**src/sense_pkg.sv**
```systemverilog
// constants for the extended sense status block: byte map, flag bits, codes
package sense_pkg;
  // sense byte positions, first byte is 0
  localparam logic [4:0] BYTE_VALID = 5'h00;
  localparam logic [4:0] BYTE_KEY = 5'h02;
  localparam logic [4:0] BYTE_INFO_0 = 5'h03;
  localparam logic [4:0] BYTE_INFO_3 = 5'h06;
  localparam logic [4:0] BYTE_ADD_LEN = 5'h07;
  localparam logic [4:0] BYTE_FLAGS_A = 5'h13;
  localparam logic [4:0] BYTE_FLAGS_B = 5'h14;
  localparam logic [4:0] BYTE_FLAGS_C = 5'h15;
  localparam logic [4:0] BYTE_REMAIN_HI = 5'h17;
  localparam logic [4:0] BYTE_REMAIN_MID = 5'h18;
  localparam logic [4:0] BYTE_REMAIN_LO = 5'h19;
  localparam logic [4:0] BYTE_TRACK_CNT = 5'h1a;
  localparam logic [4:0] BYTE_ACCESS_CNT = 5'h1b;
  localparam logic [4:0] BYTE_SYMPTOM = 5'h1c;
  // fixed sense contents
  localparam logic [6:0] RESPONSE_CODE = 7'h70;
  localparam logic [7:0] ADD_SENSE_LEN = 8'h15;
  localparam logic [7:0] FULL_SENSE_LEN = 8'h1d;
  // command opcodes seen by the block
  localparam logic [7:0] OP_REQUEST_SENSE = 8'h03;
  localparam logic [7:0] OP_INQUIRY = 8'h12;
  // sense keys raised by the block itself
  localparam logic [3:0] KEY_NONE = 4'h0;
  localparam logic [3:0] KEY_MEDIUM = 4'h3;
  localparam logic [3:0] KEY_HARDWARE = 4'h4;
  localparam logic [3:0] KEY_ILLEGAL = 4'h5;
  // sticky flag positions inside the six-bit groups of bytes 19 and 20
  localparam int F19_PWR = 5;
  localparam int F19_BPE = 4;
  localparam int F19_BUF = 3;
  localparam int F19_REC = 2;
  localparam int F19_OVF = 1;
  localparam int F19_TRK = 0;
  localparam int F20_SPACE = 5;
  localparam int F20_MARK = 4;
  localparam int F20_UNDER = 3;
  localparam int F20_REWR = 2;
  localparam int F20_SERVO = 1;
  localparam int F20_FMT = 0;
  // values after reset
  localparam logic [5:0] FLAGS_A_RESET = 6'h20;
  localparam logic [5:0] FLAGS_B_RESET = 6'h00;
  localparam logic [7:0] COUNT_RESET = 8'h00;
  localparam logic [7:0] SYMPTOM_FIRST = 8'h01;
endpackage

```
**src/tape_sense_status.sv**
```systemverilog
// extended sense status of the tape drive: unit flags, counters, pending sense
`timescale 1ns/1ps
module tape_sense_status #(
  parameter int NUM_INIT = 8,
  parameter int ID_W = 3,
  parameter int POS_W = 24
) (
  input wire logic sys_clk,
  input wire logic rstn,
  input wire logic bus_reset_evt,
  input wire logic bus_dev_reset_evt,
  input wire logic bus_parity_evt,
  input wire logic buffer_parity_evt,
  input wire logic write_mode,
  input wire logic perm_write_err_evt,
  input wire logic uncorr_read_err_evt,
  input wire logic tracking_fail_evt,
  input wire logic cartridge_present,
  input wire logic at_logical_start,
  input wire logic at_physical_end,
  input wire logic write_protected,
  input wire logic old_format,
  input wire logic space_mark_err_evt,
  input wire logic [31:0] space_requested,
  input wire logic [31:0] space_processed,
  input wire logic mark_write_err_evt,
  input wire logic underrun_evt,
  input wire logic rewrite_limit_evt,
  input wire logic servo_fault_evt,
  input wire logic formatter_fault_evt,
  input wire logic reverse_retry_evt,
  input wire logic tape_loaded_evt,
  input wire logic rewind_evt,
  input wire logic cleaned_evt,
  input wire logic needs_clean_evt,
  input wire logic splice_blank_evt,
  input wire logic splice_overrun_evt,
  input wire logic [POS_W-1:0] logical_end_position,
  input wire logic [POS_W-1:0] physical_position,
  input wire logic tracking_retry_evt,
  input wire logic access_retry_evt,
  input wire logic param_err_evt,
  input wire logic [7:0] param_err_index,
  input wire logic cmd_valid,
  input wire logic [ID_W-1:0] cmd_init_id,
  input wire logic [7:0] cmd_opcode,
  input wire logic counter_clear_bit,
  input wire logic [7:0] cmd_alloc_len,
  input wire logic chk_valid,
  input wire logic [ID_W-1:0] chk_init_id,
  input wire logic [3:0] chk_sense_key,
  input wire logic [ID_W-1:0] rd_init_id,
  input wire logic [4:0] rd_addr,
  output logic [7:0] rd_data,
  output logic [NUM_INIT-1:0] pending_vec
);
  import sense_pkg::*;

  // hardware sets, clearing source clears; the set always wins
  function automatic logic [5:0] sticky(input logic [5:0] cur, input logic [5:0] set,
                                        input logic [5:0] clr);
    sticky = set | (cur & ~clr);
  endfunction

  logic dev_reset;
  logic sense_taken;
  logic keeps_sense;
  logic dir_change;
  logic cnt_clr;
  logic access_wrap;
  logic [7:0] track_cnt;
  logic [7:0] access_cnt;
  logic mode_prev_r;
  logic [5:0] flags_a_r;
  logic [5:0] flags_a_nxt;
  logic [5:0] flags_b_r;
  logic [5:0] flags_b_nxt;
  logic rrr_r;
  logic cleaning_done_flag_r;
  logic cln_r;
  logic [1:0] splice_r;
  logic [POS_W-1:0] remain_r;
  logic lat_key_v_r;
  logic [3:0] lat_key_r;
  logic [7:0] lat_fsc_r;
  logic lat_valid_r;
  logic [31:0] lat_info_r;
  logic [NUM_INIT-1:0] pend_r;
  logic [NUM_INIT-1:0] valid_r;
  logic [3:0] key_r [NUM_INIT];
  logic [7:0] fsc_r [NUM_INIT];
  logic [31:0] info_r [NUM_INIT];
  logic [7:0] byte_a;
  logic [7:0] byte_b;
  logic [7:0] byte_c;
  logic [7:0] rd_data_nxt;
  logic [7:0] rd_data_r;

  // bus resets count as device resets for flags and counters
  assign dev_reset = bus_reset_evt || bus_dev_reset_evt;
  assign sense_taken = cmd_valid && (cmd_opcode == OP_REQUEST_SENSE);
  assign keeps_sense = (cmd_opcode == OP_REQUEST_SENSE) || (cmd_opcode == OP_INQUIRY);

  // direction is watched from the previous cycle's mode
  always_ff @(posedge sys_clk) begin
    if (!rstn) begin
      mode_prev_r <= 1'b0;
    end else begin
      mode_prev_r <= write_mode;
    end
  end
  assign dir_change = write_mode != mode_prev_r;

  // counter clear sources
  // a short allocation leaves the counters alone, so nothing is lost unseen
  assign cnt_clr = dev_reset || tape_loaded_evt || rewind_evt || dir_change ||
                   (sense_taken && counter_clear_bit && (cmd_alloc_len >= FULL_SENSE_LEN));

  retry_counter #(.WIDTH(8)) u_track_cnt (
    .sys_clk(sys_clk),
    .rstn(rstn),
    .clr(cnt_clr),
    .inc(tracking_retry_evt),
    .count(track_cnt),
    .wrapped()
  );

  retry_counter #(.WIDTH(8)) u_access_cnt (
    .sys_clk(sys_clk),
    .rstn(rstn),
    .clr(cnt_clr),
    .inc(access_retry_evt),
    .count(access_cnt),
    .wrapped(access_wrap)
  );

  // byte 19 sticky events; reported status clears them
  always_comb begin
    flags_a_nxt = '0;
    flags_a_nxt[F19_PWR] = dev_reset;
    // parity errors on bus and in buffer
    flags_a_nxt[F19_BPE] = bus_parity_evt;
    flags_a_nxt[F19_BUF] = buffer_parity_evt;
    flags_a_nxt[F19_REC] = (write_mode && perm_write_err_evt) ||
                           (!write_mode && uncorr_read_err_evt);
    flags_a_nxt[F19_OVF] = access_wrap;
    flags_a_nxt[F19_TRK] = tracking_fail_evt;
  end

  always_ff @(posedge sys_clk) begin
    if (!rstn) begin
      flags_a_r <= FLAGS_A_RESET;
    end else begin
      flags_a_r <= sticky(flags_a_r, flags_a_nxt, {6{sense_taken}});
    end
  end

  // byte 20 sticky events
  always_comb begin
    flags_b_nxt = '0;
    flags_b_nxt[F20_SPACE] = space_mark_err_evt && old_format;
    flags_b_nxt[F20_MARK] = mark_write_err_evt;
    flags_b_nxt[F20_UNDER] = underrun_evt;
    flags_b_nxt[F20_REWR] = rewrite_limit_evt;
    flags_b_nxt[F20_SERVO] = servo_fault_evt;
    flags_b_nxt[F20_FMT] = formatter_fault_evt || underrun_evt;
  end

  always_ff @(posedge sys_clk) begin
    if (!rstn) begin
      flags_b_r <= FLAGS_B_RESET;
    end else begin
      flags_b_r <= sticky(flags_b_r, flags_b_nxt, {6{sense_taken}});
    end
  end

  // reverse retries survive until a new tape loads
  always_ff @(posedge sys_clk) begin
    if (!rstn) begin
      rrr_r <= 1'b0;
    end else begin
      rrr_r <= reverse_retry_evt || (rrr_r && !tape_loaded_evt);
    end
  end

  // cleaning done lasts until the next sense request
  always_ff @(posedge sys_clk) begin
    if (!rstn) begin
      cleaning_done_flag_r <= 1'b0;
    end else begin
      cleaning_done_flag_r <= cleaned_evt || (cleaning_done_flag_r && !sense_taken);
    end
  end

  // clean request only drops on a good cleaning cycle
  always_ff @(posedge sys_clk) begin
    if (!rstn) begin
      cln_r <= 1'b0;
    end else begin
      cln_r <= needs_clean_evt || (cln_r && !cleaned_evt);
    end
  end

  always_ff @(posedge sys_clk) begin
    if (!rstn) begin
      splice_r <= 2'b00;
    end else begin
      splice_r <= {splice_blank_evt, splice_overrun_evt} | (splice_r & {2{!sense_taken}});
    end
  end

  // two's complement difference goes negative past the end
  always_ff @(posedge sys_clk) begin
    if (!rstn) begin
      remain_r <= '0;
    end else if (!cartridge_present) begin
      remain_r <= '0;
    end else begin
      remain_r <= logical_end_position - physical_position;
    end
  end

  // bad select byte latches key five and one-based index
  // the latch waits for the check condition that hands it to an initiator
  always_ff @(posedge sys_clk) begin
    if (!rstn) begin
      lat_key_v_r <= 1'b0;
      lat_key_r <= KEY_NONE;
      lat_fsc_r <= COUNT_RESET;
    end else if (param_err_evt) begin
      lat_key_v_r <= 1'b1;
      lat_key_r <= KEY_ILLEGAL;
      lat_fsc_r <= param_err_index + SYMPTOM_FIRST;
    end else if (splice_blank_evt || splice_overrun_evt) begin
      lat_key_v_r <= 1'b1;
      lat_key_r <= KEY_HARDWARE;
    end else if (rewrite_limit_evt) begin
      lat_key_v_r <= 1'b1;
      lat_key_r <= KEY_MEDIUM;
    end else if (chk_valid || dev_reset) begin
      lat_key_v_r <= 1'b0;
      lat_fsc_r <= COUNT_RESET;
    end
  end

  // space failure on an old-format tape fills valid and requested minus processed
  always_ff @(posedge sys_clk) begin
    if (!rstn) begin
      lat_valid_r <= 1'b0;
      lat_info_r <= '0;
    end else if (space_mark_err_evt && old_format) begin
      lat_valid_r <= 1'b1;
      lat_info_r <= space_requested - space_processed;
    end else if (chk_valid || dev_reset) begin
      lat_valid_r <= 1'b0;
    end
  end

  // one sense slot per initiator, indexed by its id
  always_ff @(posedge sys_clk) begin
    if (!rstn) begin
      pend_r <= '0;
      valid_r <= '0;
      for (int i = 0; i < NUM_INIT; i++) begin
        key_r[i] <= KEY_NONE;
        fsc_r[i] <= COUNT_RESET;
        info_r[i] <= '0;
      end
    end else begin
      for (int i = 0; i < NUM_INIT; i++) begin
        // any bus or device reset drops every slot that gets no check condition in the same cycle
        if (dev_reset) begin
          pend_r[i] <= 1'b0;
          valid_r[i] <= 1'b0;
        // only other commands from the same id discard
        end else if (cmd_valid && !keeps_sense && (cmd_init_id == ID_W'(i))) begin
          pend_r[i] <= 1'b0;
          valid_r[i] <= 1'b0;
        end
        // a new check condition wins over a discard in the same cycle
        if (chk_valid && (chk_init_id == ID_W'(i))) begin
          pend_r[i] <= 1'b1;
          key_r[i] <= lat_key_v_r ? lat_key_r : chk_sense_key;
          fsc_r[i] <= lat_fsc_r;
          valid_r[i] <= lat_valid_r;
          info_r[i] <= lat_info_r;
        end
      end
    end
  end

  // live levels join sticky bits; reserved positions are zero
  // no cartridge and logical start follow the drive directly
  assign byte_a = {flags_a_r, !cartridge_present, at_logical_start};
  // write protect is a live level
  assign byte_b = {1'b0, flags_b_r[F20_SPACE], write_protected, flags_b_r[F20_MARK:0]};
  // physical end is a live level
  assign byte_c = {2'b00, rrr_r, cleaning_done_flag_r, cln_r, at_physical_end, splice_r};

  // sense byte read for the chosen initiator, one cycle of latency
  always_comb begin
    rd_data_nxt = 8'h00;
    unique case (rd_addr)
      // valid bit qualifies the information bytes
      BYTE_VALID: rd_data_nxt = {valid_r[rd_init_id], RESPONSE_CODE};
      BYTE_KEY: rd_data_nxt = {4'h0, key_r[rd_init_id]};
      BYTE_INFO_0: rd_data_nxt = info_r[rd_init_id][31:24];
      5'h04: rd_data_nxt = info_r[rd_init_id][23:16];
      5'h05: rd_data_nxt = info_r[rd_init_id][15:8];
      BYTE_INFO_3: rd_data_nxt = info_r[rd_init_id][7:0];
      BYTE_ADD_LEN: rd_data_nxt = ADD_SENSE_LEN;
      BYTE_FLAGS_A: rd_data_nxt = byte_a;
      BYTE_FLAGS_B: rd_data_nxt = byte_b;
      BYTE_FLAGS_C: rd_data_nxt = byte_c;
      BYTE_REMAIN_HI: rd_data_nxt = remain_r[23:16];
      BYTE_REMAIN_MID: rd_data_nxt = remain_r[15:8];
      BYTE_REMAIN_LO: rd_data_nxt = remain_r[7:0];
      BYTE_TRACK_CNT: rd_data_nxt = track_cnt;
      BYTE_ACCESS_CNT: rd_data_nxt = access_cnt;
      BYTE_SYMPTOM: rd_data_nxt = fsc_r[rd_init_id];
      default: rd_data_nxt = 8'h00;
    endcase
  end

  always_ff @(posedge sys_clk) begin
    if (!rstn) begin
      rd_data_r <= 8'h00;
    end else begin
      rd_data_r <= rd_data_nxt;
    end
  end

  assign rd_data = rd_data_r;
  assign pending_vec = pend_r;
endmodule

```
**src/retry_counter.sv**
```systemverilog
// saturating-free retry counter with clear, increment and wrap pulse
`timescale 1ns/1ps
module retry_counter #(
  parameter int WIDTH = 8
) (
  input wire logic sys_clk,
  input wire logic rstn,
  input wire logic clr,
  input wire logic inc,
  output logic [WIDTH-1:0] count,
  output logic wrapped
);
  import sense_pkg::*;

  logic [WIDTH-1:0] count_r;
  logic [WIDTH-1:0] count_nxt;

  // a clear in the same cycle as an increment keeps that increment
  always_comb begin
    if (clr) begin
      count_nxt = inc ? WIDTH'(1) : '0;
    end else begin
      count_nxt = count_r + WIDTH'(inc);
    end
  end

  always_ff @(posedge sys_clk) begin
    if (!rstn) begin
      count_r <= '0;
    end else begin
      count_r <= count_nxt;
    end
  end

  assign count = count_r;
  // wrap only counts when the step really rolls over to zero
  assign wrapped = inc && !clr && (count_r == {WIDTH{1'b1}});
endmodule

```
**config.mk**
```make
export PLATFORM = sky130hd
export DESIGN_NAME = tape_sense_status
export DESIGN_NICKNAME = d
export VERILOG_FILES = /design/src/sense_pkg.sv /design/src/tape_sense_status.sv /design/src/retry_counter.sv
export SDC_FILE = /design/constraint.sdc
export NUM_CORES = 1
export LEC_CHECK = 0
export BUFFER_PORTS_ARGS = -buffer_cell sky130_fd_sc_hd__buf_2
export CAP_MARGIN = 40
export CORE_MARGIN = 2
export CORE_UTILIZATION = 65
export DETAILED_ROUTE_END_ITERATION = 6
export HOLD_SLACK_MARGIN = 0.05
export PLACE_DENSITY = 0.94
export SLEW_MARGIN = 20
export SYNTH_ARGS = -nofsm -noshare
export SYNTH_HDL_FRONTEND = slang
export SYNTH_HIERARCHICAL = 1
export SYNTH_SLANG_ARGS = --single-unit
```
**constraint.sdc**
```tcl
create_clock -name sys_clk -period 7.5 [get_ports sys_clk]
set_clock_uncertainty 0.15 [all_clocks]
set_input_delay 0.75 -clock sys_clk [delete_from_list [all_inputs] [get_ports sys_clk]]
set_output_delay 0.75 -clock sys_clk [all_outputs]
set_load 0.01 [all_outputs]
```
# Yosys cells after proc, flatten, opt, wreduce, memory -nomap -nowiden
# Memory sizes are Yosys's and may differ from the RTL's.
# Index checks and enable logic that the tools add are counted.
[op_classes]
add_sub_neg = 5
n_mul = 0
n_div = 0
n_lt_le_gt_ge = 2
eq_ne = 35
shifts = 0
mux = 101
bitwise_logic = 32
reduce_logical = 66
[ops]
columns = ["operator", "count"]
rows = [
  ["$mux W32", 8],
  ["$pmux W8 S16", 1],
  ["$mux W8", 14],
  ["$mux W1", 65],
  ["$eq A5 B5 Y1 const B", 9],
  ["$mux W4", 9],
  ["$sub A32 B32 Y32", 1],
  ["$logic_and A1 B1 Y1", 28],
  ["$reduce_bool A3 Y1", 9],
  ["$eq A3 B3 Y1 const B", 8],
  ["$or A1 B1 Y1", 24],
  ["$sub A24 B24 Y24", 1],
  ["$eq A5 B3 Y1 const B", 4],
  ["$add A8 B1 Y8", 2],
  ["$logic_or A1 B1 Y1", 13],
  ["$and A6 B6 Y6", 2],
  ["$eq A3 B2 Y1 const B", 4],
  ["$or A6 B6 Y6", 2],
  ["$eq A5 B2 Y1 const B", 2],
  ["$mux W3", 3],
  ["$add A8 B1 Y8 const B", 1],
  ["$eq A8 B2 Y1 const B", 1],
  ["$eq A8 B5 Y1 const B", 1],
  ["$eq A8 B8 Y1 const B", 1],
  ["19 further kinds", 28],
]
[totals]
register_bits = 127
latch_bits = 0
ram_bits = 352
mem_bits_ro = 0
output_inout_bits = 16
elab_cells = 277
n_memories = 3
[memory_table]
columns = ["name", "words", "width", "read_ports", "rd_clocked_by_memory_dff", "wr", "line", "source"]
rows = [
  ["info_r", 8, 32, 1, 0, 8, "tape_sense_status.sv:92", "logic [31:0] info_r [NUM_INIT];"],
  ["fsc_r", 8, 8, 1, 0, 8, "tape_sense_status.sv:91", "logic [7:0] fsc_r [NUM_INIT];"],
  ["key_r", 8, 4, 1, 0, 8, "tape_sense_status.sv:90", "logic [3:0] key_r [NUM_INIT];"],
]

# Logic depth before layout (Yosys ltp)
# Gate-level depths: netlist (run 1).
[depth]
depth_word = 9
depth_mapped = 12
depth_no_buf = 12

# Modules after synthesis
# Netlist (run 1), hierarchy kept.
[by_module_without_submodules]
columns = ["module", "instances", "cells_each", "area_per_inst_um2"]
rows = [
  ["tape_sense_status", 1, 1910, 22356.4],
  ["retry_counter", 2, 39, 359.1],
]

# Least setup slack after synthesis (run 1)
# OpenSTA, ideal clock, no wires.
[synth_path]
kind = "input -> register"
startpoint = "input chk_valid"
endpoint = "memory fsc_r[3][0] (enable)"
setup_time_ns = 0.556
arrival_ns = 2.366
slack_ns = 4.427
cell_stages = 5
cell_sequence = "nor2b_1 nand3_1 clkbuf_1 clkbuf_1 nand2_1"
[synth_lines]
columns = ["element", "line", "source"]
rows = [
  ["start: declaration", "tape_sense_status.sv:49", "input wire logic chk_valid,"],
  ["end: declaration", "tape_sense_status.sv:91", ""],
]

# Worst setup path in the final report (run 1)
[layout_path]
startpoint = "input rd_init_id[1]"
endpoint = "register rd_data_r[1] (netlist: rd_data[1])"
[layout_via]
elab_chain_len = 2
elab_cells_between_ends = 4
cone_classes = "1 x mux; 3 x memory"
[layout_rtl]
columns = ["element", "line", "source"]
rows = [
  ["start: declaration", "tape_sense_status.sv:52", "input wire logic [ID_W-1:0] rd_init_id,"],
  ["$mem_v2 Z8 W8, or another cell as far along", "-", ""],
  ["$pmux W8 S16 (*)", "tape_sense_status.sv:303", "unique case (rd_addr)"],
  ["end signal: assignment", "tape_sense_status.sv:329", "rd_data_r <= rd_data_nxt;"],
  ["end: declaration", "tape_sense_status.sv:97", "logic [7:0] rd_data_r;"],
]
# Every way passes the cells marked *; elsewhere a longest branch is shown, timed or not.
# A chain may end at the register's enable or synchronous reset.

==> flow_metrics.py, run 1 <==
metrics = {
    "hold_path": {
        "hold_path.class": "in2reg",
    },
    "critical_path": {
        "cp_cell_sequence": "buf_4 -> buf_4 -> mux4_2 -> and3_1 -> a2111oi_0 -> a21oi_1 -> nor3_1 -> nor2_1",
        "cpLargestDelayFamily": "buffers and inverters",
        "cp-end-kind": "register",
        "cp.arrival_ps": 3510,
        "startpoint_type": "input pin",
        "cp_slowest_cell": "buf_4",
        "crit_path_frequent_cell": "buf_4",
        "cp_max_fo": 49,
        "crit_required_ps": 7790,
        "cp_slowest_stage_delay_ps": 720,
        "path_class": "in2reg",
        "path_buf_inv": 2,
    },
    "sta": {
        "fmax_ghz": 0.311,
        "worst_pin_slew_ps": 932,
        "rsz0062_at_grt": "no",
        "finalCriticalPeriod_ps": 3220,
        "finalWorstSetupSlack_ps": 4280,
        "finalHoldViolCount": 0,
        "relSlewSlack": 0.374,
        "setup_tns_ps": 0,
        "fin_crit_sh": 0.429,
        "drv_slew": 0,
        "setup_violations": 0,
    },
    "floorplanning": {
        "core-area_um2": 34700,
        "dieArea_um2": 37000,
        "io_pins": 204,
        "start_util": 0.664,
        "die_x_um": 192,
        "num_rows": 68,
        "die_y_um": 192,
    },
    "routing": {
        "avgViaCountPerCell": 6.75,
        "drt_iter0_drc": 2691,
        "wl_per_cell_um": 25.5,
        "ant_nets": 0,
        "drc": 2,
        "wirelength_um": 67500,
        "vias": 17900,
        "first_pass_iters": 7,
    },
    "clock_network": {
        "cts_tree": "built",
        "clockBufferDepth": 3,
        "root_buffer": "clkbuf_16",
        "cts.sinks": 479,
        "post_cts_buffers": 0,
        "cts_htree_levels": 2,
        "cts_buffers": 45,
        "cts_hold_buf": 0,
        "insertion_delay_ps": 550,
        "path_clk_slew_ps": 60,
        "cts_resized": 0,
    },
    "final_layout": {
        "fin_nets": 2409,
        "drive_gt1_frac": 0.199,
        "area_growth_pct": 13.0,
    },
    "global_routing": {
        "grt.total_usage": 0.373,
        "grt_pass1_wl_um": 103000,
        "antenna_found_initial": 3,
        "grt_start_max_net_pins": 69,
        "gr-total-overflow": 0,
        "grt_pass1_vias": 18200,
    },
    "outcome": {
        "status": "complete, but fails checks",
        "violations": "design-rule violations",
    },
    "flow_run": {
        "drv_cap": 0,
    },
    "pwr": {
        "p_leak_uw": 0.0103,
        "power.density_nw_per_um2": 236,
        "ir_drop_mv": 0.242,
    },
    "logic_synthesis": {
        "synthCells": 1985,
        "ys_warn_count": 6,
        "netlist_area_um2": 23100,
        "syn-num-nets": 2234,
        "synth_area_per_cell_um2": 11.6,
    },
    "placement": {
        "gp_congestion": 1.01,
        "pre_cts_ws_ps": 3810,
        "io_buffer_count": 203,
        "hpwl_um": 42600,
    },
}
[per-layer routing]
| layer | track usage | vias up | part of all wire |
|---|---|---|---|
| met5 | 0 | - | 0.00019 |
| met3 | 0.0844 | 383 | 0.14 |
| met2 | 0.607 | 1559 | 0.47 |
| met4 | 0.209 | 2 | 0.064 |
| li1 | - | 7556 | - |
| met1 | 0.465 | 8396 | 0.33 |
[sequential cells by signal, summed over array words and instances (netlist names), 2 cells and up]
register / count
info_r: 256
fsc_r: 64
key_r: 32
lat_info_r: 32
remain_r: 24
lat_fsc_r: 8
pending_vec: 8
rd_data: 8
u_access_cnt/count: 8
u_track_cnt/count: 8
valid_r: 8
flags_a_r: 6
flags_b_r: 6
lat_key_r: 3
splice_r: 2
[worst paths after layout]
path              slack (ps)             end             startpoint  cells past startpoint
setup / recovery        4280      rd_data[1]          rd_init_id[1]                      8
hold / removal           250           rrr_r      reverse_retry_evt                      2
setup reg to reg        5230      rd_data[6]  u_access_cnt/count[6]                      6
hold reg to reg          310  pending_vec[5]         pending_vec[5]                      2
[layout by cell type, fill, tap and decap left out, drive strengths merged, types with 4 or more instances in the layout]
cell	n
dfxtp	127
and3	13
nand3	43
o22ai	33
inv	118
a21boi	14
or2	5
a21oi	90
clkinv	15
edfxtp	352
o31ai	8
a31oi	12
nand2	141
mux2i	45
bufinv	4
clkbuf	63
mux2	6
o31a	4
o211ai	5
mux4	90
a22oi	17
nand2b	10
or3	12
buf	231
ha	59
nor2b	45
a21o	12
o21bai	6
nor4	9
xnor2	30
o21a	14
a211oi	13
nor3	24
nor2	348
and2	26
xor2	23
nand4	8
o21ai	71
[power by group]
part / internal, uW / total [uW] / switching (uW)
clock network: 1370 / 2350 / 986
registers: 2980 / 3040 / 59.8
logic: 290 / 750 / 460
[through the flow]
stage | power, uW | hold WS, ps | cells | instance area, um2 | utilization
after floorplan | 3550 | 291 | 1985 | 23100 | -
final | 6140 | 249 | 2653 | 26100 | 0.751
after global placement | 3760 | 302 | 2564 | 24500 | 0.705
after CTS | 6100 | 246 | 2649 | 26000 | 0.750
after global routing | 6270 | 263 | 2653 | 26100 | 0.751
after detailed placement | 3800 | 309 | 2566 | 24500 | 0.706
[final cells by class]
class                      count  area (um2)
multi-input combinational   1286        9140
clock buffer                  63        1320
inverter                     117         439
tap                          455         569
timing repair buffer         231        1260
fill                        2048        8660
clock inverter                20         201
sequential                   479       13100
antenna                        2        5.00
Note: power is estimated with default switching activity, not from simulation.
==> run 2: changes to the inputs <==
Settings changed: ABC_AREA set to 1, CORE_UTILIZATION 65 to 55, PLACE_DENSITY 0.94 to 0.85.
Clock period 7.5 ns to 2.9 ns, I/O delays scaled along.
==> run 2 against run 1 <==
  * The flow now finishes without violations
  * Design area rose by 9.2%
  * Critical path depth did not move
  * Register-to-register slack got worse by 4000 ps
  * Non-clock buffer count rose by 73
  * Hold slack got worse by 180 ps
  * Critical endpoint is now lat_fsc_r[7]
  * Largest power group unchanged
==> flow_metrics.py, run 2 <==
metrics = {
    "pwr": {
        "p_sw_uw": 4190,
        "p_leak_uw": 0.0127,
        "comb_power_share": 0.133,
        "pwr-share-clk": 0.385,
        "p_seq_frac": 0.482,
        "sw_frac_of_total": 0.258,
        "ir_drop_mv": 0.436,
        "intPower_uw": 12000,
        "power.density_nw_per_um2": 571,
    },
    "critical_path": {
        "critPathCapture": "lat_fsc_r[7]",
        "cp_slowest_cell": "dlygate4sd3_1",
        "cp-end-kind": "register",
        "cp.arrival_ps": 2800,
        "cp_slowest_stage_delay_ps": 560,
        "path_class": "in2reg",
        "r2r_start": "info_r[4][13]",
        "startpoint_type": "input pin",
        "rr_worst_depth": 8,
        "r2r_setup_slack_ps": 1200,
        "crit_required_ps": 3250,
        "critPathLaunch": "bus_reset_evt",
        "reg2reg_to": "rd_data[5]",
        "cp_max_fo": 11,
        "cp_cell_sequence": "dlygate4sd3_1 -> buf_2 -> nor2_1 -> inv_1 -> nor2_1 -> o21ai_1 -> o22ai_1 -> dlygate4sd3_1",
    },
    "routing": {
        "avgViaCountPerCell": 5.80,
        "drt_iter0_drc": 3028,
        "first_pass_iters": 6,
        "wirelength_um": 73200,
        "vias": 22400,
        "wl_met1_um": 26400,
        "wl_per_cell_um": 19.0,
        "wl_met3_um": 8500,
        "dr_wl_met2_um": 34700,
        "dr.max_layer_used": "met5",
        "ant_nets": 0,
        "drc": 0,
    },
    "sta": {
        "finalHoldViolCount": 0,
        "holdWs_ps": 64.8,
        "rsz0062_at_grt": "no",
        "fin_crit_sh": 0.843,
        "setup_tns_ps": 0,
        "relSlewSlack": 0.421,
        "worst_pin_slew_ps": 868,
        "drv_slew": 0,
        "finalCriticalPeriod_ps": 2450,
        "fmax_ghz": 0.409,
        "setup_violations": 0,
    },
    "global_routing": {
        "antenna_found_initial": 3,
        "grt_pass1_vias": 21700,
        "grt_pass1_wl_um": 114000,
        "gr-total-overflow": 0,
        "grt_start_max_net_pins": 113,
        "grt.total_usage": 0.311,
    },
    "final_layout": {
        "final_cell_mix": "nor2_1 (743), nand2_1 (551), edfxtp_1 (352)",
        "largest_reg_flops": 256,
        "fin_cells": 3862,
        "n_fill_cell": 3446,
        "top_regs": "info_r (256), fsc_r (64)",
        "layout_commonest_cell": "nor2_1",
        "drive_gt1_frac": 0.106,
        "fin_nets": 3479,
        "final_util": 0.645,
        "regMostFlops": "info_r",
        "area_growth_pct": 15.7,
    },
    "logic_synthesis": {
        "synthCells": 2997,
        "ys_warn_count": 6,
        "synth_area_per_cell_um2": 8.20,
        "syn-num-nets": 3246,
        "netlist_area_um2": 24600,
    },
    "flow_run": {
        "drv_cap": 0,
    },
    "placement": {
        "placed_cells": 3714,
        "io_buffer_count": 203,
        "gp_congestion": 0.959,
        "hpwl_um": 45200,
    },
    "outcome": {
        "status": "finished, final reports clean",
    },
    "floorplanning": {
        "die_x_um": 215,
        "die_y_um": 215,
        "start_util": 0.557,
        "io_pins": 204,
        "core-area_um2": 44100,
        "num_rows": 77,
        "dieArea_um2": 46400,
    },
    "clock_network": {
        "clockBufferDepth": 3,
        "insertion_delay_ps": 560,
        "cts_buffers": 47,
        "cts_tree": "built",
        "path_clk_slew_ps": 70,
        "cts_htree_levels": 2,
        "post_cts_buffers": 0,
        "cts.sinks": 479,
        "cts_resized": 0,
        "root_buffer": "clkbuf_16",
    },
    "hold_path": {
        "hold_path.class": "in2reg",
    },
}
==> run 2: cell type report <==
class | instances | area [um2] | area share
flip-flops and latches | 479 | 13100 | 0.461
multi-input cells | 2057 | 9560 | 0.336
repair buffers | 304 | 2150 | 0.0757
clock buffers | 68 | 1400 | 0.0492
inverters | 341 | 1280 | 0.0452
well taps | 592 | 741 | 0.0260
clock inverters | 20 | 190 | 0.00669
diodes | 1 | 2.50 | 0.0000880
==> run 2: layer usage <==
layer | track usage | vias to the layer above
met5 | 0 | -
li1 | - | 10300
met4 | 0.145 | 2
met1 | 0.387 | 10300
met3 | 0.0636 | 342
met2 | 0.521 | 1494
==> run 2: power by group through the flow <==
| stage | logic, uW | registers [uW] | clock network (uW) |
|---|---|---|---|
| 6_report | 2160 | 7820 | 6250 |
| 5_1_grt | 2370 | 7840 | 6460 |
| 2_1_floorplan | 1320 | 7930 | 0 |
| 3_3_place_gp | 1970 | 7940 | 0 |
| 3_5_place_dp | 2010 | 7950 | 0 |
| 4_1_cts | 2100 | 7810 | 6210 |
==> run 2: timing repair <==
action	4_1_cts	5_1_grt
hold endpoints to repair	50	0
endpoints found under the setup margin	0	0
hold buffers	59	0
==> run 2: worst min path at each step <==
stage                       startpoint              endpoint  slack, ps  depth (start not counted)
2_1_floorplan               write_mode           mode_prev_r        230                          2
3_3_place_gp      cleaning_done_flag_r  cleaning_done_flag_r        300                          2
3_5_place_dp      cleaning_done_flag_r  cleaning_done_flag_r        310                          2
4_1_cts        logical_end_position[5]           remain_r[5]         50                          3
5_1_grt        logical_end_position[4]           remain_r[4]         80                          3
6_report                chk_init_id[0]        pending_vec[6]         60                          6
==> run 2: worst max-delay path: cells and delay by family <==
family	cells	cell delay, ps
buffers and inverters	4	1500
and+or+nand+nor	2	520
AOI/OAI and AO/OA	2	480
==> run 2: per-stage QoR <==
step | setup WS [ps] | total power [uW] | cell area (um2)
floorplan | 385 | 9240 | 24600
global placement | 582 | 9910 | 26300
detailed placement | 561 | 9960 | 26300
CTS | 530 | 16100 | 28400
global route | 333 | 16700 | 28400
finish | 455 | 16200 | 28400
